<file path="src/ppc_pkg.sv">
// shared constants and types for the port pin controller
package ppc_pkg;

    // clock rate
    localparam int CLK_HZ          = 20_000_000;

    // led flash rates in milli-flashes per second
    localparam int SLOW_FLASH_MHZ  = 1500;
    localparam int FAST_FLASH_MHZ  = 10000;
    // half periods, rounded down
    // worked in 64 bits, the product would overflow an int
    localparam int SLOW_HALF_CYC   =
        int'(longint'(CLK_HZ) / 2 * 1000 / SLOW_FLASH_MHZ);
    localparam int FAST_HALF_CYC   =
        int'(longint'(CLK_HZ) / 2 * 1000 / FAST_FLASH_MHZ);

    // automatic restart delay after an error
    localparam int RESTART_MS      = 2200;
    localparam int RESTART_CYC     = CLK_HZ / 1000 * RESTART_MS;

    // one detection voltage step and one classification phase
    localparam int DET_STEP_MS     = 10;
    localparam int DET_STEP_CYC    = CLK_HZ / 1000 * DET_STEP_MS;
    localparam int CLASS_PHASE_MS  = 10;
    localparam int CLASS_PHASE_CYC = CLK_HZ / 1000 * CLASS_PHASE_MS;

    // settling time before the status pin level is sampled
    localparam int CFG_SETTLE_CYC  = 16;

    // index of the last detection voltage step, so three steps
    localparam logic [1:0] DET_STEPS_LAST = 2'h2;

    // apb register byte offsets
    localparam logic [7:0] CTRL_OFS  = 8'h00;
    localparam logic [7:0] DUTY_OFS  = 8'h04;
    localparam logic [7:0] GATE_OFS  = 8'h08;
    localparam logic [7:0] STAT_OFS  = 8'h0C;

    // register reset values
    localparam logic        CTRL_RUN_RST = 1'b1;
    localparam logic [23:0] DUTY_RST     = 24'hC0_8040;
    localparam logic [15:0] GATE_RST     = 16'hFF00;

    // configuration code fields, sampled from the status pin level
    localparam int CFG_PWR_LSB = 0;
    localparam int CFG_MID_BIT = 2;
    localparam int CFG_RAD_BIT = 3;

    // status register field positions
    localparam int STAT_CFG_LSB = 3;
    localparam int STAT_LED_BIT = 7;
    localparam int STAT_PIN_BIT = 8;
    localparam int STAT_CLS_BIT = 9;
    localparam int STAT_DET_BIT = 10;

    // operating states
    typedef enum logic [2:0] {
        PPC_IDLE,
        PPC_CONFIG,
        PPC_DETECT,
        PPC_CLASS,
        PPC_POWER,
        PPC_ERROR
    } ppc_state_t;

endpackage : ppc_pkg

</file>
<file path="src/ppc_pwm.sv">
// 8-bit duty-cycle pwm generator
`timescale 1ns/1ps
module ppc_pwm (
    // clock and reset
    input  wire logic       mclk_in,
    input  wire logic       rst_n_in,
    // duty and output
    input  wire logic [7:0] duty_in,
    output logic            pwm_out
);

    typedef struct packed {
        logic [7:0] cnt;
        logic       out;
    } ppc_pwm_st_t;

    ppc_pwm_st_t r;
    ppc_pwm_st_t next_r;

    // free-running ramp compared against the duty
    always_comb begin
        next_r     = r;
        next_r.cnt = r.cnt + 8'h01;
        next_r.out = (r.cnt < duty_in);
    end

    // state register
    always_ff @(posedge mclk_in) begin
        if (!rst_n_in) begin
            r <= '0;
        end else begin
            r <= next_r;
        end
    end

    assign pwm_out = r.out;

endmodule : ppc_pwm

</file>
<file path="src/ppc_sync2.sv">
// two-stage level synchroniser
`timescale 1ns/1ps
module ppc_sync2 (
    // clock and reset
    input  wire logic mclk_in,
    input  wire logic rst_n_in,
    // level in and out
    input  wire logic d_in,
    output logic      q_out
);

    typedef struct packed {
        logic s1;
        logic s2;
    } ppc_sync_st_t;

    ppc_sync_st_t r;
    ppc_sync_st_t next_r;

    // first stage feeds only the second
    always_comb begin
        next_r    = r;
        next_r.s1 = d_in;
        next_r.s2 = r.s1;
    end

    // state register
    always_ff @(posedge mclk_in) begin
        if (!rst_n_in) begin
            r <= '0;
        end else begin
            r <= next_r;
        end
    end

    assign q_out = r.s2;

endmodule : ppc_sync2

</file>
<file path="src/ppc_top.sv">
// port pin controller: sequencing, pwm drive, status led and apb regs
`timescale 1ns/1ps
module ppc_top #(
    parameter int SLOW_HALF_CYC   = ppc_pkg::SLOW_HALF_CYC,
    parameter int FAST_HALF_CYC   = ppc_pkg::FAST_HALF_CYC,
    parameter int RESTART_CYC     = ppc_pkg::RESTART_CYC,
    parameter int DET_STEP_CYC    = ppc_pkg::DET_STEP_CYC,
    parameter int CLASS_PHASE_CYC = ppc_pkg::CLASS_PHASE_CYC
) (
    // clock and reset
    input  wire logic        mclk_in,
    input  wire logic        rst_n_in,
    // apb slave
    input  wire logic        psel_in,
    input  wire logic        penable_in,
    input  wire logic        pwrite_in,
    input  wire logic [7:0]  paddr_in,
    input  wire logic [31:0] pwdata_in,
    output logic [31:0]      prdata_out,
    output logic             pready_out,
    output logic             pslverr_out,
    // analog front end, as comparator results
    input  wire logic        detect_sense_in,
    input  wire logic [2:0]  class_code_in,
    input  wire logic        fault_in,
    input  wire logic        open_circuit_in,
    // pwm and classification drive
    output logic             coarse_pwm_out,
    output logic             fine_pwm_out,
    output logic             mark_current_boost_out,
    input  wire logic        class_voltage_enable_in,
    output logic             class_voltage_enable_out,
    output logic             class_voltage_enable_oe_out,
    // status pin
    input  wire logic [3:0]  status_level_in,
    input  wire logic        status_pin_in,
    output logic             status_pin_out,
    output logic             status_pin_oe_out
);

    typedef struct packed {
        ppc_pkg::ppc_state_t st;
        logic [31:0]         cnt;
        logic [31:0]         flash;
        logic [1:0]          step;
        logic                det_ok;
        logic [3:0]          cfg;
        logic                run;
        logic [23:0]         duty;
        logic [15:0]         gate;
        logic [7:0]          coarse;
        logic [7:0]          fine;
        logic                pwm_c;
        logic                pwm_f;
        logic                led;
        logic                led_oe;
        logic                boost;
        logic                cls_en;
        logic                cls_oe;
        logic                pready;
        logic                pslverr;
        logic [31:0]         prdata;
    } ppc_top_st_t;

    ppc_top_st_t r;
    ppc_top_st_t next_r;
    logic        rst_sync;
    logic        coarse_pwm;
    logic        fine_pwm;
    logic        setup;
    logic        access;
    logic        mapped;
    logic        excess;
    logic [31:0] rd_word;

    // reset pin brought into the clock domain
    ppc_sync2 u_rst_sync (
        .mclk_in  (mclk_in),
        .rst_n_in (rst_n_in),
        .d_in     (1'b1),
        .q_out    (rst_sync)
    );

    // coarse and fine pwm, 8-bit counters
    ppc_pwm u_coarse (
        .mclk_in  (mclk_in),
        .rst_n_in (rst_n_in),
        .duty_in  (r.coarse),
        .pwm_out  (coarse_pwm)
    );

    ppc_pwm u_fine (
        .mclk_in  (mclk_in),
        .rst_n_in (rst_n_in),
        .duty_in  (r.fine),
        .pwm_out  (fine_pwm)
    );

    // apb phase decode and register readback
    assign setup  = psel_in && !penable_in;
    assign access = psel_in && penable_in && r.pready;
    assign mapped = (paddr_in == ppc_pkg::CTRL_OFS) ||
                    (paddr_in == ppc_pkg::DUTY_OFS) ||
                    (paddr_in == ppc_pkg::GATE_OFS) ||
                    (paddr_in == ppc_pkg::STAT_OFS);
    assign excess = class_code_in > (3'(r.cfg[1:0]) + 3'h1);

    always_comb begin
        rd_word = 32'h0000_0000;
        unique case (paddr_in)
            ppc_pkg::CTRL_OFS: rd_word[0] = r.run;
            ppc_pkg::DUTY_OFS: rd_word[23:0] = r.duty;
            ppc_pkg::GATE_OFS: rd_word[15:0] = r.gate;
            ppc_pkg::STAT_OFS: begin
                rd_word[2:0] = r.st;
                rd_word[ppc_pkg::STAT_CFG_LSB +: 4] = r.cfg;
                rd_word[ppc_pkg::STAT_LED_BIT] = r.led;
                rd_word[ppc_pkg::STAT_PIN_BIT] = status_pin_in;
                rd_word[ppc_pkg::STAT_CLS_BIT] = class_voltage_enable_in;
                rd_word[ppc_pkg::STAT_DET_BIT] = r.det_ok;
            end
            default: rd_word = 32'h0000_0000;
        endcase
    end

    // sequencer, led and register next state
    always_comb begin
        next_r     = r;
        next_r.cnt = r.cnt + 32'h1;

        // apb: answer in the cycle after setup
        next_r.pready  = setup;
        next_r.pslverr = setup && !mapped;
        if (setup) begin
            next_r.prdata = rd_word;
        end
        if (access && pwrite_in) begin
            unique case (paddr_in)
                ppc_pkg::CTRL_OFS: next_r.run  = pwdata_in[0];
                ppc_pkg::DUTY_OFS: next_r.duty = pwdata_in[23:0];
                ppc_pkg::GATE_OFS: next_r.gate = pwdata_in[15:0];
                default: next_r.run = r.run;
            endcase
        end

        // pwm outputs retimed through the state register
        next_r.pwm_c = coarse_pwm;
        next_r.pwm_f = fine_pwm;

        // defaults for the drive outputs
        next_r.boost  = 1'b0;
        next_r.cls_en = 1'b0;
        next_r.coarse = 8'h00;
        next_r.fine   = 8'h00;

        unique case (r.st)
            ppc_pkg::PPC_IDLE: begin
                next_r.cnt = 32'h0;
                if (rst_sync && r.run) begin
                    next_r.st = ppc_pkg::PPC_CONFIG;
                end
            end
            ppc_pkg::PPC_CONFIG: begin
                if (r.cnt >= 32'(ppc_pkg::CFG_SETTLE_CYC - 1)) begin
                    next_r.cfg    = status_level_in;
                    next_r.led_oe = 1'b1;
                    next_r.st     = ppc_pkg::PPC_DETECT;
                    next_r.cnt    = 32'h0;
                    next_r.step   = 2'h0;
                    next_r.det_ok = 1'b1;
                end
            end
            ppc_pkg::PPC_DETECT: begin
                // step through the detection voltages
                next_r.coarse = r.duty[r.step*8 +: 8];
                if (r.cnt >= 32'(DET_STEP_CYC - 1)) begin
                    next_r.cnt    = 32'h0;
                    next_r.det_ok = r.det_ok && detect_sense_in;
                    next_r.step   = r.step + 2'h1;
                    if (r.step == ppc_pkg::DET_STEPS_LAST) begin
                        next_r.step   = 2'h0;
                        next_r.det_ok = 1'b1;
                        if (r.det_ok && detect_sense_in) begin
                            next_r.st = ppc_pkg::PPC_CLASS;
                        end
                    end
                end
            end
            ppc_pkg::PPC_CLASS: begin
                // class event, then mark with boosted current
                if (r.cnt < 32'(CLASS_PHASE_CYC)) begin
                    next_r.cls_en = 1'b1;
                end else begin
                    next_r.boost = 1'b1;
                end
                if (r.cnt >= 32'(2 * CLASS_PHASE_CYC - 1)) begin
                    next_r.cnt    = 32'h0;
                    next_r.boost  = 1'b0;
                    next_r.st     = excess ? ppc_pkg::PPC_ERROR
                                           : ppc_pkg::PPC_POWER;
                end
            end
            ppc_pkg::PPC_POWER: begin
                next_r.coarse = r.gate[15:8];
                next_r.fine   = r.gate[7:0];
                if (fault_in) begin
                    next_r.coarse = 8'h00;
                    next_r.fine   = 8'h00;
                    next_r.cnt    = 32'h0;
                    next_r.st     = ppc_pkg::PPC_ERROR;
                end
            end
            ppc_pkg::PPC_ERROR: begin
                // wait out the restart or a disconnected load
                if (r.cfg[ppc_pkg::CFG_RAD_BIT]) begin
                    next_r.cnt = 32'h0;
                    if (open_circuit_in) begin
                        next_r.st = ppc_pkg::PPC_DETECT;
                    end
                end else if (r.cnt >= 32'(RESTART_CYC - 1)) begin
                    next_r.cnt = 32'h0;
                    next_r.st  = ppc_pkg::PPC_DETECT;
                end
            end
            default: next_r.st = ppc_pkg::PPC_IDLE;
        endcase

        // software stop parks the port
        if (!r.run && r.st != ppc_pkg::PPC_IDLE &&
            r.st != ppc_pkg::PPC_CONFIG) begin
            next_r.st     = ppc_pkg::PPC_ERROR;
            next_r.coarse = 8'h00;
            next_r.fine   = 8'h00;
            next_r.cls_en = 1'b0;
            next_r.boost  = 1'b0;
            next_r.cnt    = 32'h0;
        end

        // led pattern per state
        next_r.flash = r.flash + 32'h1;
        unique case (r.st)
            ppc_pkg::PPC_DETECT: begin
                if (r.flash >= 32'(SLOW_HALF_CYC - 1)) begin
                    next_r.flash = 32'h0;
                    next_r.led   = !r.led;
                end
            end
            ppc_pkg::PPC_ERROR: begin
                if (r.flash >= 32'(FAST_HALF_CYC - 1)) begin
                    next_r.flash = 32'h0;
                    next_r.led   = !r.led;
                end
            end
            ppc_pkg::PPC_POWER: begin
                next_r.flash = 32'h0;
                next_r.led   = 1'b1;
            end
            default: begin
                next_r.flash = 32'h0;
                next_r.led   = 1'b0;
            end
        endcase

        // open drain: pull low whenever classification is off
        next_r.cls_oe = !next_r.cls_en;

        // synchronised reset forces the inactive state
        if (!rst_sync) begin
            next_r.st     = ppc_pkg::PPC_IDLE;
            next_r.coarse = 8'h00;
            next_r.fine   = 8'h00;
            next_r.boost  = 1'b0;
            next_r.cls_en = 1'b0;
            next_r.cls_oe = 1'b1;
            next_r.led    = 1'b0;
        end
    end

    // state register
    always_ff @(posedge mclk_in) begin
        if (!rst_n_in) begin
            r        <= '0;
            r.st     <= ppc_pkg::PPC_IDLE;
            r.run    <= ppc_pkg::CTRL_RUN_RST;
            r.duty   <= ppc_pkg::DUTY_RST;
            r.gate   <= ppc_pkg::GATE_RST;
            r.cls_oe <= 1'b1;
        end else begin
            r <= next_r;
        end
    end

    // outputs from flip-flops, class_voltage_enable_out tied low
    assign coarse_pwm_out              = r.pwm_c;
    assign fine_pwm_out                = r.pwm_f;
    assign mark_current_boost_out      = r.boost;
    assign class_voltage_enable_out    = 1'b0;
    assign class_voltage_enable_oe_out = r.cls_oe;
    assign status_pin_out              = r.led;
    assign status_pin_oe_out           = r.led_oe;
    assign prdata_out                  = r.prdata;
    assign pready_out                  = r.pready;
    assign pslverr_out                 = r.pslverr;

endmodule : ppc_top

</file>
<file path="config.mk">
export PLATFORM = sky130hd
export DESIGN_NAME = ppc_top
export DESIGN_NICKNAME = d
export VERILOG_FILES = /design/src/ppc_pkg.sv /design/src/ppc_pwm.sv /design/src/ppc_sync2.sv /design/src/ppc_top.sv
export SDC_FILE = /design/constraint.sdc
export NUM_CORES = 1
export LEC_CHECK = 0
export BUFFER_PORTS_ARGS = -buffer_cell sky130_fd_sc_hd__clkbuf_2
export CAP_MARGIN = 20
export CORE_MARGIN = 4
export CORE_UTILIZATION = 35
export CTS_CLUSTER_SIZE = 20
export DETAILED_ROUTE_END_ITERATION = 12
export GPL_TIMING_DRIVEN = 0
export PLACE_DENSITY_LB_ADDON = 0.15
export SLEW_MARGIN = 20
export SYNTH_ARGS = -nofsm -noshare
export SYNTH_HDL_FRONTEND = slang
export SYNTH_SLANG_ARGS = --single-unit
</file>
<file path="constraint.sdc">
create_clock -name mclk_in -period 3 [get_ports mclk_in]
set_input_delay 0.15 -clock mclk_in [delete_from_list [all_inputs] [get_ports mclk_in]]
set_output_delay 0.15 -clock mclk_in [all_outputs]
set_load 0.02 [all_outputs]
</file>
# [Yosys cells after proc, flatten, opt, wreduce, memory -nomap -nowiden]
# Index checks and enable logic that the tools add are counted.
# Widths: inputs -> output; s select.
[totals] inputBits=57 wordCells=147 reg_bits=183 out_inout_bits=41
[classes] n_reduce_logical=34 bitwise=4 magnitude_cmp=10 n_eq_ne=30 add_sub_neg=6 shifts=1 mux=35
[op_table] operator="$mux 35" n=7
[op_table] operator="$pmux 32 s6" n=1
[op_table] operator="$add 32x1->32 const B" n=2
[op_table] operator="$mux 32" n=2
[op_table] operator="$pmux 32 s2" n=1
[op_table] operator="$ge 32x18->1 const B" n=1
[op_table] operator="$ge 32x19->1 const B" n=1
[op_table] operator="$ge 32x20->1 const B" n=1
[op_table] operator="$ge 32x23->1 const B" n=1
[op_table] operator="$ge 32x26->1 const B" n=1
[op_table] operator="$ge 32x4->1 const B" n=1
[op_table] operator="$lt 32x18->1 const B" n=1
[op_table] operator="$pmux 10 s3" n=1
[op_table] operator="$ne 3x3->1 const B" n=9
[op_table] operator="$shiftx 24x6->8" n=1
[op_table] operator="$mux 3" n=6
[op_table] operator="$ne 2x2->1 const B" n=9
[op_table] operator="$pmux 3 s6" n=1
[op_table] operator="$reduce_and 9->1" n=2
[op_table] operator="$add 8x1->8 const B" n=2
[op_table] operator="$eq 8x4->1 const B" n=2
[op_table] operator="$lt 8x8->1" n=2
[op_table] operator="$mux 16" n=1
[op_table] operator="$pmux 8 s2" n=1
[op_table] operator="other kinds (31)" n=63

# [Depth between registers and ports, before layout]
# Gate-level depths: netlist (run 1).
[logic_depth] word_depth=6 depth_mapped=10 mapped_depth_nobuf=10

# [Modules after synthesis]
# A second synthesis (run 1) with hierarchy kept.
[hier_totals] hier_cells=1002 area_unflattened_um2=8479.4
[by_module_without_submodules] mod="ppc_top" n_inst=1 cells_per_inst=886 area_each_um2=7428.4
[by_module_without_submodules] mod="ppc_pwm" n_inst=2 cells_per_inst=56 area_each_um2=499.2
[by_module_without_submodules] mod="ppc_sync2" n_inst=1 cells_per_inst=4 area_each_um2=52.6

# [Worst setup path before layout (run 1)]
# No wires, ideal clock.
[synth_timing] kind="register to register" startpoint="register r[150] in the netlist's numbering" endpoint="register r[170] in the netlist's numbering" required_ns=2.940 setup_ns=0.060 t_arrival_ns=2.043 path_stages_with_launch=9 path_slack_ns=0.898 period_less_slack_ns=2.102 cell_sequence="dfxtp_1 -> buf_6 -> nor4_4 -> nand2_1 -> or4_4 -> nand2_4 -> o21bai_2 -> or4_1 -> nand2_1"
[synth_via] elab_chain_cells=3 elab_cells_between_ends=9 cone_classes="4 x order compare; 4 x eq/ne; 1 x reduce/logical"
[synth_rtl] item="start: declaration" line="ppc_top.sv:65" text="ppc_top_st_t r;"
[synth_rtl] item="start signal: assignment" line="ppc_top.sv:289" text="r <= next_r;"
[synth_rtl] item="$ge 32x26->1, or another cell as far along" line="ppc_top.sv:220" text="end else if (r.cnt >= 32'(RESTART_CYC - 1)) begin"
[synth_rtl] item="$ne 3x3->1 (no line) or $ne 2x2->1 (tied branches)"
[synth_rtl] item="$reduce_and 9->1 (no line) *"
# Every way passes the cells marked *; elsewhere a longest branch is shown, timed or not.
# A chain may end at the register's enable or synchronous reset.

# [Worst setup path in the final report (run 1)]
[layout_timing] startpoint="register r[137] in the netlist's numbering" endpoint="register r[161] in the netlist's numbering"
[layout_via] elab_chain_cells=4 elab_cells_between_ends=12 cone_classes="1 x add/sub; 4 x order compare; 7 x mux"
[layout_rtl] item="$add 32x1->32 or $ge 32x26->1 (tied branches)" line="ppc_top.sv:129, ppc_top.sv:220"
[layout_rtl] item="$mux 35" line="ppc_top.sv:220"
[layout_rtl] item="$mux 35" line="ppc_top.sv:215" text="if (r.cfg[ppc_pkg::CFG_RAD_BIT]) begin"
[layout_rtl] item="$pmux 32 s6 *" line="ppc_top.sv:156" text="unique case (r.st)"
# Every way passes the cells marked *; elsewhere a longest branch is shown, timed or not. The select of a mux whose other input is x is not followed.

==> out/metrics.csv, run 1 <==
metric;value;unit
status;complete, no violations;
MaxCap Viol Count;0;
Final Instance Area;10160;um^2
Period minus WS final;2.501;ns
Seq pwr share;0.494;
Reg clk slew, reported paths;0.07;ns
Initial Utilization;0.3570;
pin count of the biggest net entering global routing;18;
Worst Skew;0.008826;ns
unrepaired setup endpoints after global routing;false;
Worst Tran Pin Value;1.056;ns
Pint;3.803;mW
# fillers;2485;
DR iter-0 viols;441;
Final ANT Viol Nets;0;
clock buffer depth;2;
vias in the first global route;6846;
die height;163.0;um
nets@finish;1225;
IO Port Bufs;80;
Final Hold Vio Count;0;
CP Class;reg2reg;
post-synthesis area per instance;8.414;um^2
Core Box Area;23540;um^2
CTS sink count;183;
final core utilization;0.4315;
GR peak layer;met2;
global-route usage over all layers;0.1698;
GR Overflow Total;0;
H-tree levels;4;
Max VDD drop;346.6;uV
Arr. time, crit path;2.82;ns
overall power;4.984;mW
net switching power;1.181;mW
Worst slew margin;0.2946;
first-pass GRT wire length;36.05;mm
FFs w/ async S/R, synth;0;
leakage;3.866;nW
Vias;7179;
placed cell area;9274;um^2
# DRC;0;
IO Pins;98;
worst hold path type;in2reg;
Worst Path Required;3.32;ns
post-DP HPWL;16.23;mm
sequential area share after synthesis;0.4358;
post-CTS sizing;0;
Power Dens Cells;490.5;nW/um^2
post-synth top area share;0.4358;
CTS tree;done;
worst skew pair latency;0.43;ns
number of synthesized flops with an enable pin;0;
met1 Use GR;0.2417;
std cell rows;56;
cts bufs inserted;17;
max frequency;399.9;MHz
Slew Limit Fails;0;
clk root buf;clkbuf_16;
Die X;163.0;um
power share of the clock group;0.461;
final setup violation count;0;
top cells by area, synth;dfxtp_1 (44%), nand2_1 (6.5%), nor2_1 (5.8%);
Die ar.;26560;um^2
initial antenna violation count;1;
drt total wl;22.22;mm
synth unique cells;59;
share of cells above drive strength 1;0.1557;
switching part of the total;0.2369;
Syn Inst Count;999;
Tcrit/Tclk final;0.8336;
leading area contributor after synthesis;dfxtp_1;
Comb power frac;0.046;
Global Route met3 Usage;0.03240;
synth-to-layout area growth;20.87;%
routed len/inst;15.06;um
crit end category;flip-flop;
grt met2 use;0.2606;
drt pass-1 iters;5;
vias per cell;4.864;
setup TNS;0;ns
Synth Flop Type;dfxtp_1;
GP Congestion;0.8191;
worst-path fanout max;6;
Synth Warn #;0;
register bit total from synthesis;183;
Critical Path Start Type;flip-flop;
Post-Syn Area;8406;um^2
hold slack;0.1238;ns
[cells in the mapped netlist (all sizes together) (8+ instances only)]
cell type	instances
nor4	21
mux2i	14
and2	8
a22oi	16
buf	47
a21oi	56
nand2	146
mux2	10
xor2	44
nor2	130
ha	24
o21ai	11
clkbuf	37
nand3	59
nor2b	10
xnor2	19
nor3	22
nand4	10
a22o	10
and3	22
dfxtp	183
inv	29
[stage by stage]
stage / setup slack (ns) / std cells
floorplan: 0.8976 / 1016
global placement: 0.5619 / 1415
detailed placement: 0.5586 / 1415
CTS: 0.5153 / 1475
global route: 0.2847 / 1476
finish: 0.4992 / 1476
[worst paths after layout]
kind | start | endpoint | slack [ns] | depth (start not counted)
setup / recovery | r[137] | r[161] | 0.50 | 9
hold reg to reg | u_rst_sync.next_r[0] | u_rst_sync.q_out | 0.44 | 1
hold / removal | fault_in | r[171] | 0.12 | 3
setup reg to reg | r[137] | r[161] | 0.50 | 9
[state kept, by name, summed over array words and instances, names as in the netlist, 8 cells and up]
name        count
r             131
prdata_out     24
u_coarse.r      8
u_fine.r        8
[area by class of cell]
class	instances	area (um^2)	area share
inverters	30	112.6	0.01108
repair buffers	109	690.7	0.06798
well taps	319	399.1	0.03929
plain buffers	84	464.2	0.04569
multi-input cells	719	4234	0.4168
clock inverters	13	163.9	0.01613
flip-flops and latches	183	3664	0.3606
clock buffers	18	429.2	0.04224
diodes	1	2.502	0.0002463
[power by group through the flow]
stage,Clock [mW],Combinational (mW),Sequential [mW]
global route,2.45,0.251,2.46
finish,2.30,0.228,2.46
global placement,0,0.199,2.52
floorplan,0,0.110,2.52
CTS,2.35,0.229,2.46
detailed placement,0,0.198,2.52
[cells by family (layout without fill, tap and decap cells)]
logic type               after synthesis  in the layout  share of synthesized area
AO/OA/AOI/OAI                        135            135                     0.1069
flip-flops                           183            183                     0.4358
adder cells (fa/ha/maj)               24             24                    0.03573
other                                  1             19                  0.0004461
XOR/XNOR                              63             63                    0.06564
multiplexers                          25             25                    0.03275
AND/OR/NAND/NOR                      454            454                     0.2541
buffers and inverters                114            254                    0.06862
[critical path, cell delays in order (launching register included)]
cell      delay [ns]
dfxtp_1         0.42
ha_1            0.30
nand3_1         0.11
or2_1           0.21
clkbuf_1        0.19
nor4_2          0.46
and2b_1         0.33
nand4_1         0.15
xor2_1          0.16
nor2_1          0.05
[per-layer routing]
metal | up-vias | wire length [um]
met5 | - | 0
li1 | 3653 | -
met3 | 24 | 777
met1 | 3374 | 11160
met2 | 128 | 9910
met4 | 0 | 374
[what timing repair did]
action,CTS,global route
setup buffers,0,0
hold endpoints to repair,45,0
setup endpoints to repair,0,0
hold buffers,29,0
[cells in the final DEF, fill, tap and decap left out, types with 5 or more instances in the layout]
cell,n
dfxtp_1,183
nand2_1,145
nor2_1,130
clkbuf_2,80
nand3_1,59
a21oi_1,55
xor2_1,44
clkbuf_1,38
buf_4,34
inv_1,29
dlygate4sd3_1,29
ha_1,24
and3_1,22
nor3_1,21
xnor2_1,19
conb_1,18
nor4_1,17
clkbuf_16,17
a22oi_1,16
mux2i_1,14
buf_2,11
o21ai_0,11
nand4_1,10
nor2b_1,10
mux2_2,10
a22o_1,10
and2_1,8
nand2b_1,6
or4_1,6
a21o_1,6
a221oi_1,6
a31oi_1,5
o211ai_1,5
inv_6,5
(Power assumes the default switching activity.)
==> inputs of run 2 (changes only) <==
==> constraint.sdc (replaced) <==
create_clock -name mclk_in -period 2.4 [get_ports mclk_in]
set_input_delay 0.12 -clock mclk_in [delete_from_list [all_inputs] [get_ports mclk_in]]
set_output_delay 0.12 -clock mclk_in [all_outputs]
set_load 0.02 [all_outputs]
==> run 2 against run 1 <==
Maximum frequency increased by 11%. Critical path depth shrank 1. Sequential share of layout area decreased by 0.40 points. Routed wire length is 0.40% higher. Largest cell class unchanged. First-iteration DRC count shrank 3.4%. Clock power is 25% higher. Register-to-register slack got worse by 0.35 ns.
==> out/metrics.csv, run 2 (synthesis results as in run 1) <==
metric;value;unit
CP Class;reg2reg;
first-pass GRT wire length;36.06;mm
Final ANT Viol Nets;0;
net switching power;1.485;mW
Hold EP;r[171];
WHS Path Cells;3;
CTS sink count;183;
Biggest register;r;
CP max stage delay;0.36;ns
Reg2Reg Capture Point;status_pin_out;
final core utilization;0.4366;
worst hold path type;in2reg;
CTS tree;done;
post-DP HPWL;16.23;mm
final setup violation count;0;
global-route usage over all layers;0.1698;
IO Port Bufs;80;
crit path cell chain;buf_2 -> nor2b_1 -> nand2_1 -> nor4_1 -> nand3_1 -> o22ai_1 -> mux2i_1 -> or3_1;
Period minus WS final;2.255;ns
Worst Tran Pin Value;1.034;ns
share of cells above drive strength 1;0.1665;
power share of the clock group;0.461;
DR iter-0 viols;426;
drt pass-1 iters;5;
GP Congestion;0.8191;
IO Pins;98;
Worst Path Required;2.72;ns
worst flop-to-flop path startpoint;r[170];
placed cell area;9274;um^2
Worst Skew;0.008103;ns
initial antenna violation count;1;
Initial Utilization;0.3570;
overall power;6.241;mW
Worst R2R Path Depth;8;
worst-path fanout max;10;
Pint;4.755;mW
nets@finish;1228;
commonest non-fill, non-tap cell in the layout;dfxtp_1;
status;complete, no violations;
max frequency;443.5;MHz
worst skew pair latency;0.44;ns
Final Instance Area;10280;um^2
Core Box Area;23540;um^2
std cell rows;56;
most frequent cells in the layout;dfxtp_1 (182), nand2_1 (145), nor2_1 (129), clkbuf_2 (81), nand3_1 (59);
Power Dens Cells;607.1;nW/um^2
vias per cell;4.859;
Critical Path Start Type;flip-flop;
Comb power frac;0.046;
synth-to-layout area growth;22.28;%
Tcrit/Tclk final;0.9395;
Worst Hold Launch;fault_in;
# DRC;0;
leakage;3.948;nW
Vias;7186;
r2r setup slk;0.15;ns
clk root buf;clkbuf_16;
H-tree levels;4;
clock buffer depth;2;
Arr. time, crit path;2.57;ns
Die ar.;26560;um^2
switching part of the total;0.2380;
drt total wl;22.31;mm
Die X;163.0;um
vias in the first global route;6851;
cts bufs inserted;17;
max FFs per register;131;
Final Hold Vio Count;0;
die height;163.0;um
crit end category;flip-flop;
routed len/inst;15.09;um
Worst slew margin;0.3094;
GR Overflow Total;0;
Reg clk slew, reported paths;0.07;ns
Seq pwr share;0.493;
Worst path slowest cell;or3_1;
Slew Limit Fails;0;
Max VDD drop;441.2;uV
pin count of the biggest net entering global routing;18;
MaxCap Viol Count;0;
==> run 2: changes by cell type in the layout (fill, tap and decap cells not counted), moves of 2 or more <==
cell	before	now
buf_2	11	6
buf_4	34	38
buf_6	1	4
clkbuf_1	38	36
clkbuf_4	0	2
nor3_1	21	18
nor3_2	1	3
==> run 2: power by group through the flow <==
stage	clock network (mW)	logic, mW	registers (mW)
after floorplan	0	0.138	3.15
after global placement	0	0.249	3.15
after detailed placement	0	0.248	3.15
after CTS	2.94	0.287	3.07
after global routing	3.06	0.316	3.08
final	2.88	0.288	3.08
==> run 2: per-layer routing <==
| layer | global-route usage | vias to the layer above | wire length, um |
|---|---|---|---|
| met5 | 0 | - | 0 |
| met4 | 0.05337 | 0 | 389 |
| met3 | 0.03240 | 28 | 724 |
| met2 | 0.2602 | 119 | 9912 |
| met1 | 0.2420 | 3378 | 11290 |
| li1 | - | 3661 | - |
==> run 2: cell type report <==
type	instances	area, um^2
fillers	2472	13260
multi-input cells	719	4300
flip-flops and latches	183	3665
repair buffers	113	720.7
plain buffers	83	485.5
clock buffers	18	429.2
well taps	319	399.1
clock inverters	13	163.9
inverters	30	112.6
diodes	1	2.502
==> run 2: worst max path at each step <==
| stage | from | endpoint | slack (ns) |
|---|---|---|---|
| after global placement | r[115] | r[118] | -0.04 |
| after global routing | r[162] | r[166] | -0.006 |
| after floorplan | r[150] | r[170] | 0.30 |
| final | r[170] | status_pin_out | 0.15 |
| after CTS | r[150] | r[149] | 0.03 |
| after detailed placement | r[137] | r[161] | -0.04 |
==> run 2: metrics by stage <==
step	TNS (ns)	setup slack (ns)	cells	hold WS, ns
finish	0	0.1453	1479	0.08497
global route	-0.006378	-0.006378	1479	0.09638
CTS	0	0.02528	1476	0.06293
detailed placement	-0.4264	-0.04139	1415	0.3491
global placement	-0.5506	-0.03814	1415	0.3466
floorplan	0	0.2976	1016	0.1477
==> run 2: timing repair <==
action | 4_1_cts | 5_1_grt
setup buffers | 2 | 2
hold endpoints to repair | 46 | 0
hold buffers | 29 | 0
pin swaps | 2 | 3
setup endpoints to repair | 40 | 57
gates resized for setup | 6 | 18
==> run 2: critical path, delay by kind of cell (launching register included) <==
kind            cells  cell delay (ns)
compound gates      1             0.25
buf+inv             1             0.20
flops               1             0.31
mux                 1             0.10
simple gates        5             1.28
==> inputs of run 3 (changes only) <==
--- a/config.mk
+++ b/config.mk
@@ -5,10 +5,10 @@
 export SDC_FILE = /design/constraint.sdc
 export NUM_CORES = 1
 export LEC_CHECK = 0
-export BUFFER_PORTS_ARGS = -buffer_cell sky130_fd_sc_hd__clkbuf_2
+export BUFFER_PORTS_ARGS = -buffer_cell sky130_fd_sc_hd__buf_2
 export CAP_MARGIN = 20
 export CORE_MARGIN = 4
-export CORE_UTILIZATION = 35
+export CORE_UTILIZATION = 53
 export CTS_CLUSTER_SIZE = 20
 export DETAILED_ROUTE_END_ITERATION = 12
 export GPL_TIMING_DRIVEN = 0
==> constraint.sdc (replaced) <==
create_clock -name mclk_in -period 1.9 [get_ports mclk_in]
set_input_delay 0.095 -clock mclk_in [delete_from_list [all_inputs] [get_ports mclk_in]]
set_output_delay 0.095 -clock mclk_in [all_outputs]
set_load 0.02 [all_outputs]
==> run 3 against run 2 <==
The run now ends with setup timing left. Combinational power rose by 28%. Die area is 32% lower. Clock skew barely moved. First-iteration DRC count up 55%. Global-route usage up 6.8 points. Register-to-register slack lost 0.37 ns. Sequential power increased by 26%. Via count up 3.3%. Highest routed layer unchanged. Worst hold slack worse by 0.030 ns.
==> out/metrics.csv, run 3 (synthesis results as in run 1) <==
metric;value;unit
Arr. time, crit path;2.45;ns
setup ws final;-0.2198;ns
nets@finish;1245;
IO Pins;98;
vias in the first global route;6992;
Worst Skew;0.007974;ns
Worst Path Required;2.23;ns
Reg2Reg Capture Point;r[168];
Period minus WS final;2.120;ns
placed cells;1307;
Final Hold Vio Count;0;
status;complete, but fails checks;
crit path cell chain;nor4_4 -> nand2_1 -> or4_4 -> a31oi_1 -> nor2b_1 -> o21bai_2 -> buf_6 -> buf_8 -> nor2_1;
CP max stage delay;0.52;ns
Die X;133.9;um
first-pass GRT wire length;34.58;mm
vias per cell;5.349;
WHS Path Cells;3;
MaxCap Viol Count;0;
most frequent cells in the layout;dfxtp_1 (163), nand2_1 (145), nor2_1 (101), buf_2 (82), nand3_1 (57);
Final ANT Viol Nets;0;
Hold EP;r[171];
hold slack;0.05540;ns
share of cells above drive strength 1;0.2447;
Power Dens Cells;716.6;nW/um^2
Worst slew margin;0.2953;
CTS tree;done;
pin count of the biggest net entering global routing;17;
setup TNS;-11.16;ns
crit end category;flip-flop;
leakage;4.152;nW
commonest non-fill, non-tap cell in the layout;dfxtp_1;
# DRC;0;
Vias;7424;
initial antenna violation count;0;
Worst R2R Path Depth;9;
Die ar.;17940;um^2
Core Box Area;15370;um^2
Worst Tran Pin Value;1.055;ns
Worst Hold Launch;fault_in;
Slew Limit Fails;0;
Tcrit/Tclk final;1.116;
worst hold path type;in2reg;
drt pass-1 iters;5;
CP Class;reg2reg;
clk root buf;clkbuf_16;
die height;133.9;um
final core utilization;0.6921;
GP Congestion;0.8820;
H-tree levels;4;
GR Overflow Total;0;
Worst path slowest cell;or4_4;
cts bufs inserted;17;
global-route usage over all layers;0.2375;
clock buffer depth;2;
post-DP HPWL;14.65;mm
IO Port Bufs;80;
max frequency;471.8;MHz
worst skew pair latency;0.44;ns
max FFs per register;131;
Biggest register;r;
unrepaired setup endpoints after global routing;true;
Finished Layout Cells;1388;
final setup violation count;66;
Reg clk slew, reported paths;0.07;ns
Critical Path Start Type;flip-flop;
r2r setup slk;-0.22;ns
failing checks;setup timing;
Max VDD drop;677.5;uV
DR iter-0 viols;661;
overall power;7.624;mW
worst-path fanout max;10;
CTS sink count;183;
drt total wl;21.33;mm
Inserted Diodes;0;
worst flop-to-flop path startpoint;r[150];
Initial Utilization;0.5468;
routed len/inst;15.36;um
synth-to-layout area growth;26.57;%
std cell rows;45;
-- run 3: report_power, final --
group	total [mW]	switching [mW]	internal [mW]
sequential	3.88	0.0204	3.86
combinational	0.369	0.197	0.173
clock	3.37	1.55	1.82
total	7.62	1.77	5.86
-- run 3: what timing repair did --
action / in CTS / in global routing
hold endpoints to repair: 46 / 0
pin swaps: 21 / 20
hold buffers: 29 / 0
resized for setup: 59 / 70
setup buffers: 19 / 5
gates cloned: 1 / 2
endpoints found under the setup margin: 74 / 104
-- run 3: layer usage --
metal / track usage / share of wire
met1: 0.3340 / 0.46
met2: 0.3734 / 0.46
met3: 0.04389 / 0.057
met4: 0.07086 / 0.015
met5: 0 / 0
-- run 3: layout make-up --
class | count | area [um^2]
flip-flops and latches | 183 | 3696
clock inverters | 13 | 123.9
fillers | 1249 | 4732
clock buffers | 19 | 432.9
multi-input cells | 719 | 4569
repair buffers | 136 | 948.4
well taps | 211 | 264.0
inverters | 30 | 112.6
plain buffers | 77 | 491.7
-- run 3: worst max path at each step --
stage                     startpoint     end  depth (start not counted)
after floorplan               r[151]  r[103]                          8
after global placement        r[137]  r[103]                          7
after detailed placement      r[137]  r[103]                          7
after CTS                     r[150]  r[167]                          9
after global routing          r[167]  r[162]                          9
final                         r[150]  r[168]                          9
-- run 3: worst max-delay path, delay by kind of cell (launching register included) --
family                 cells  cell delay, ns
buffers and inverters      2            0.29
AO/OA/AOI/OAI              2            0.30
AND/OR/NAND/NOR            5            1.05
flip-flops                 1            0.35
-- run 3: through the flow --
stage	setup slack (ns)	cell area, um^2
floorplan	-0.09046	8541
global placement	-0.5201	9205
detailed placement	-0.5791	9210
CTS	-0.2019	10370
global route	-0.3406	10640
finish	-0.2198	10640
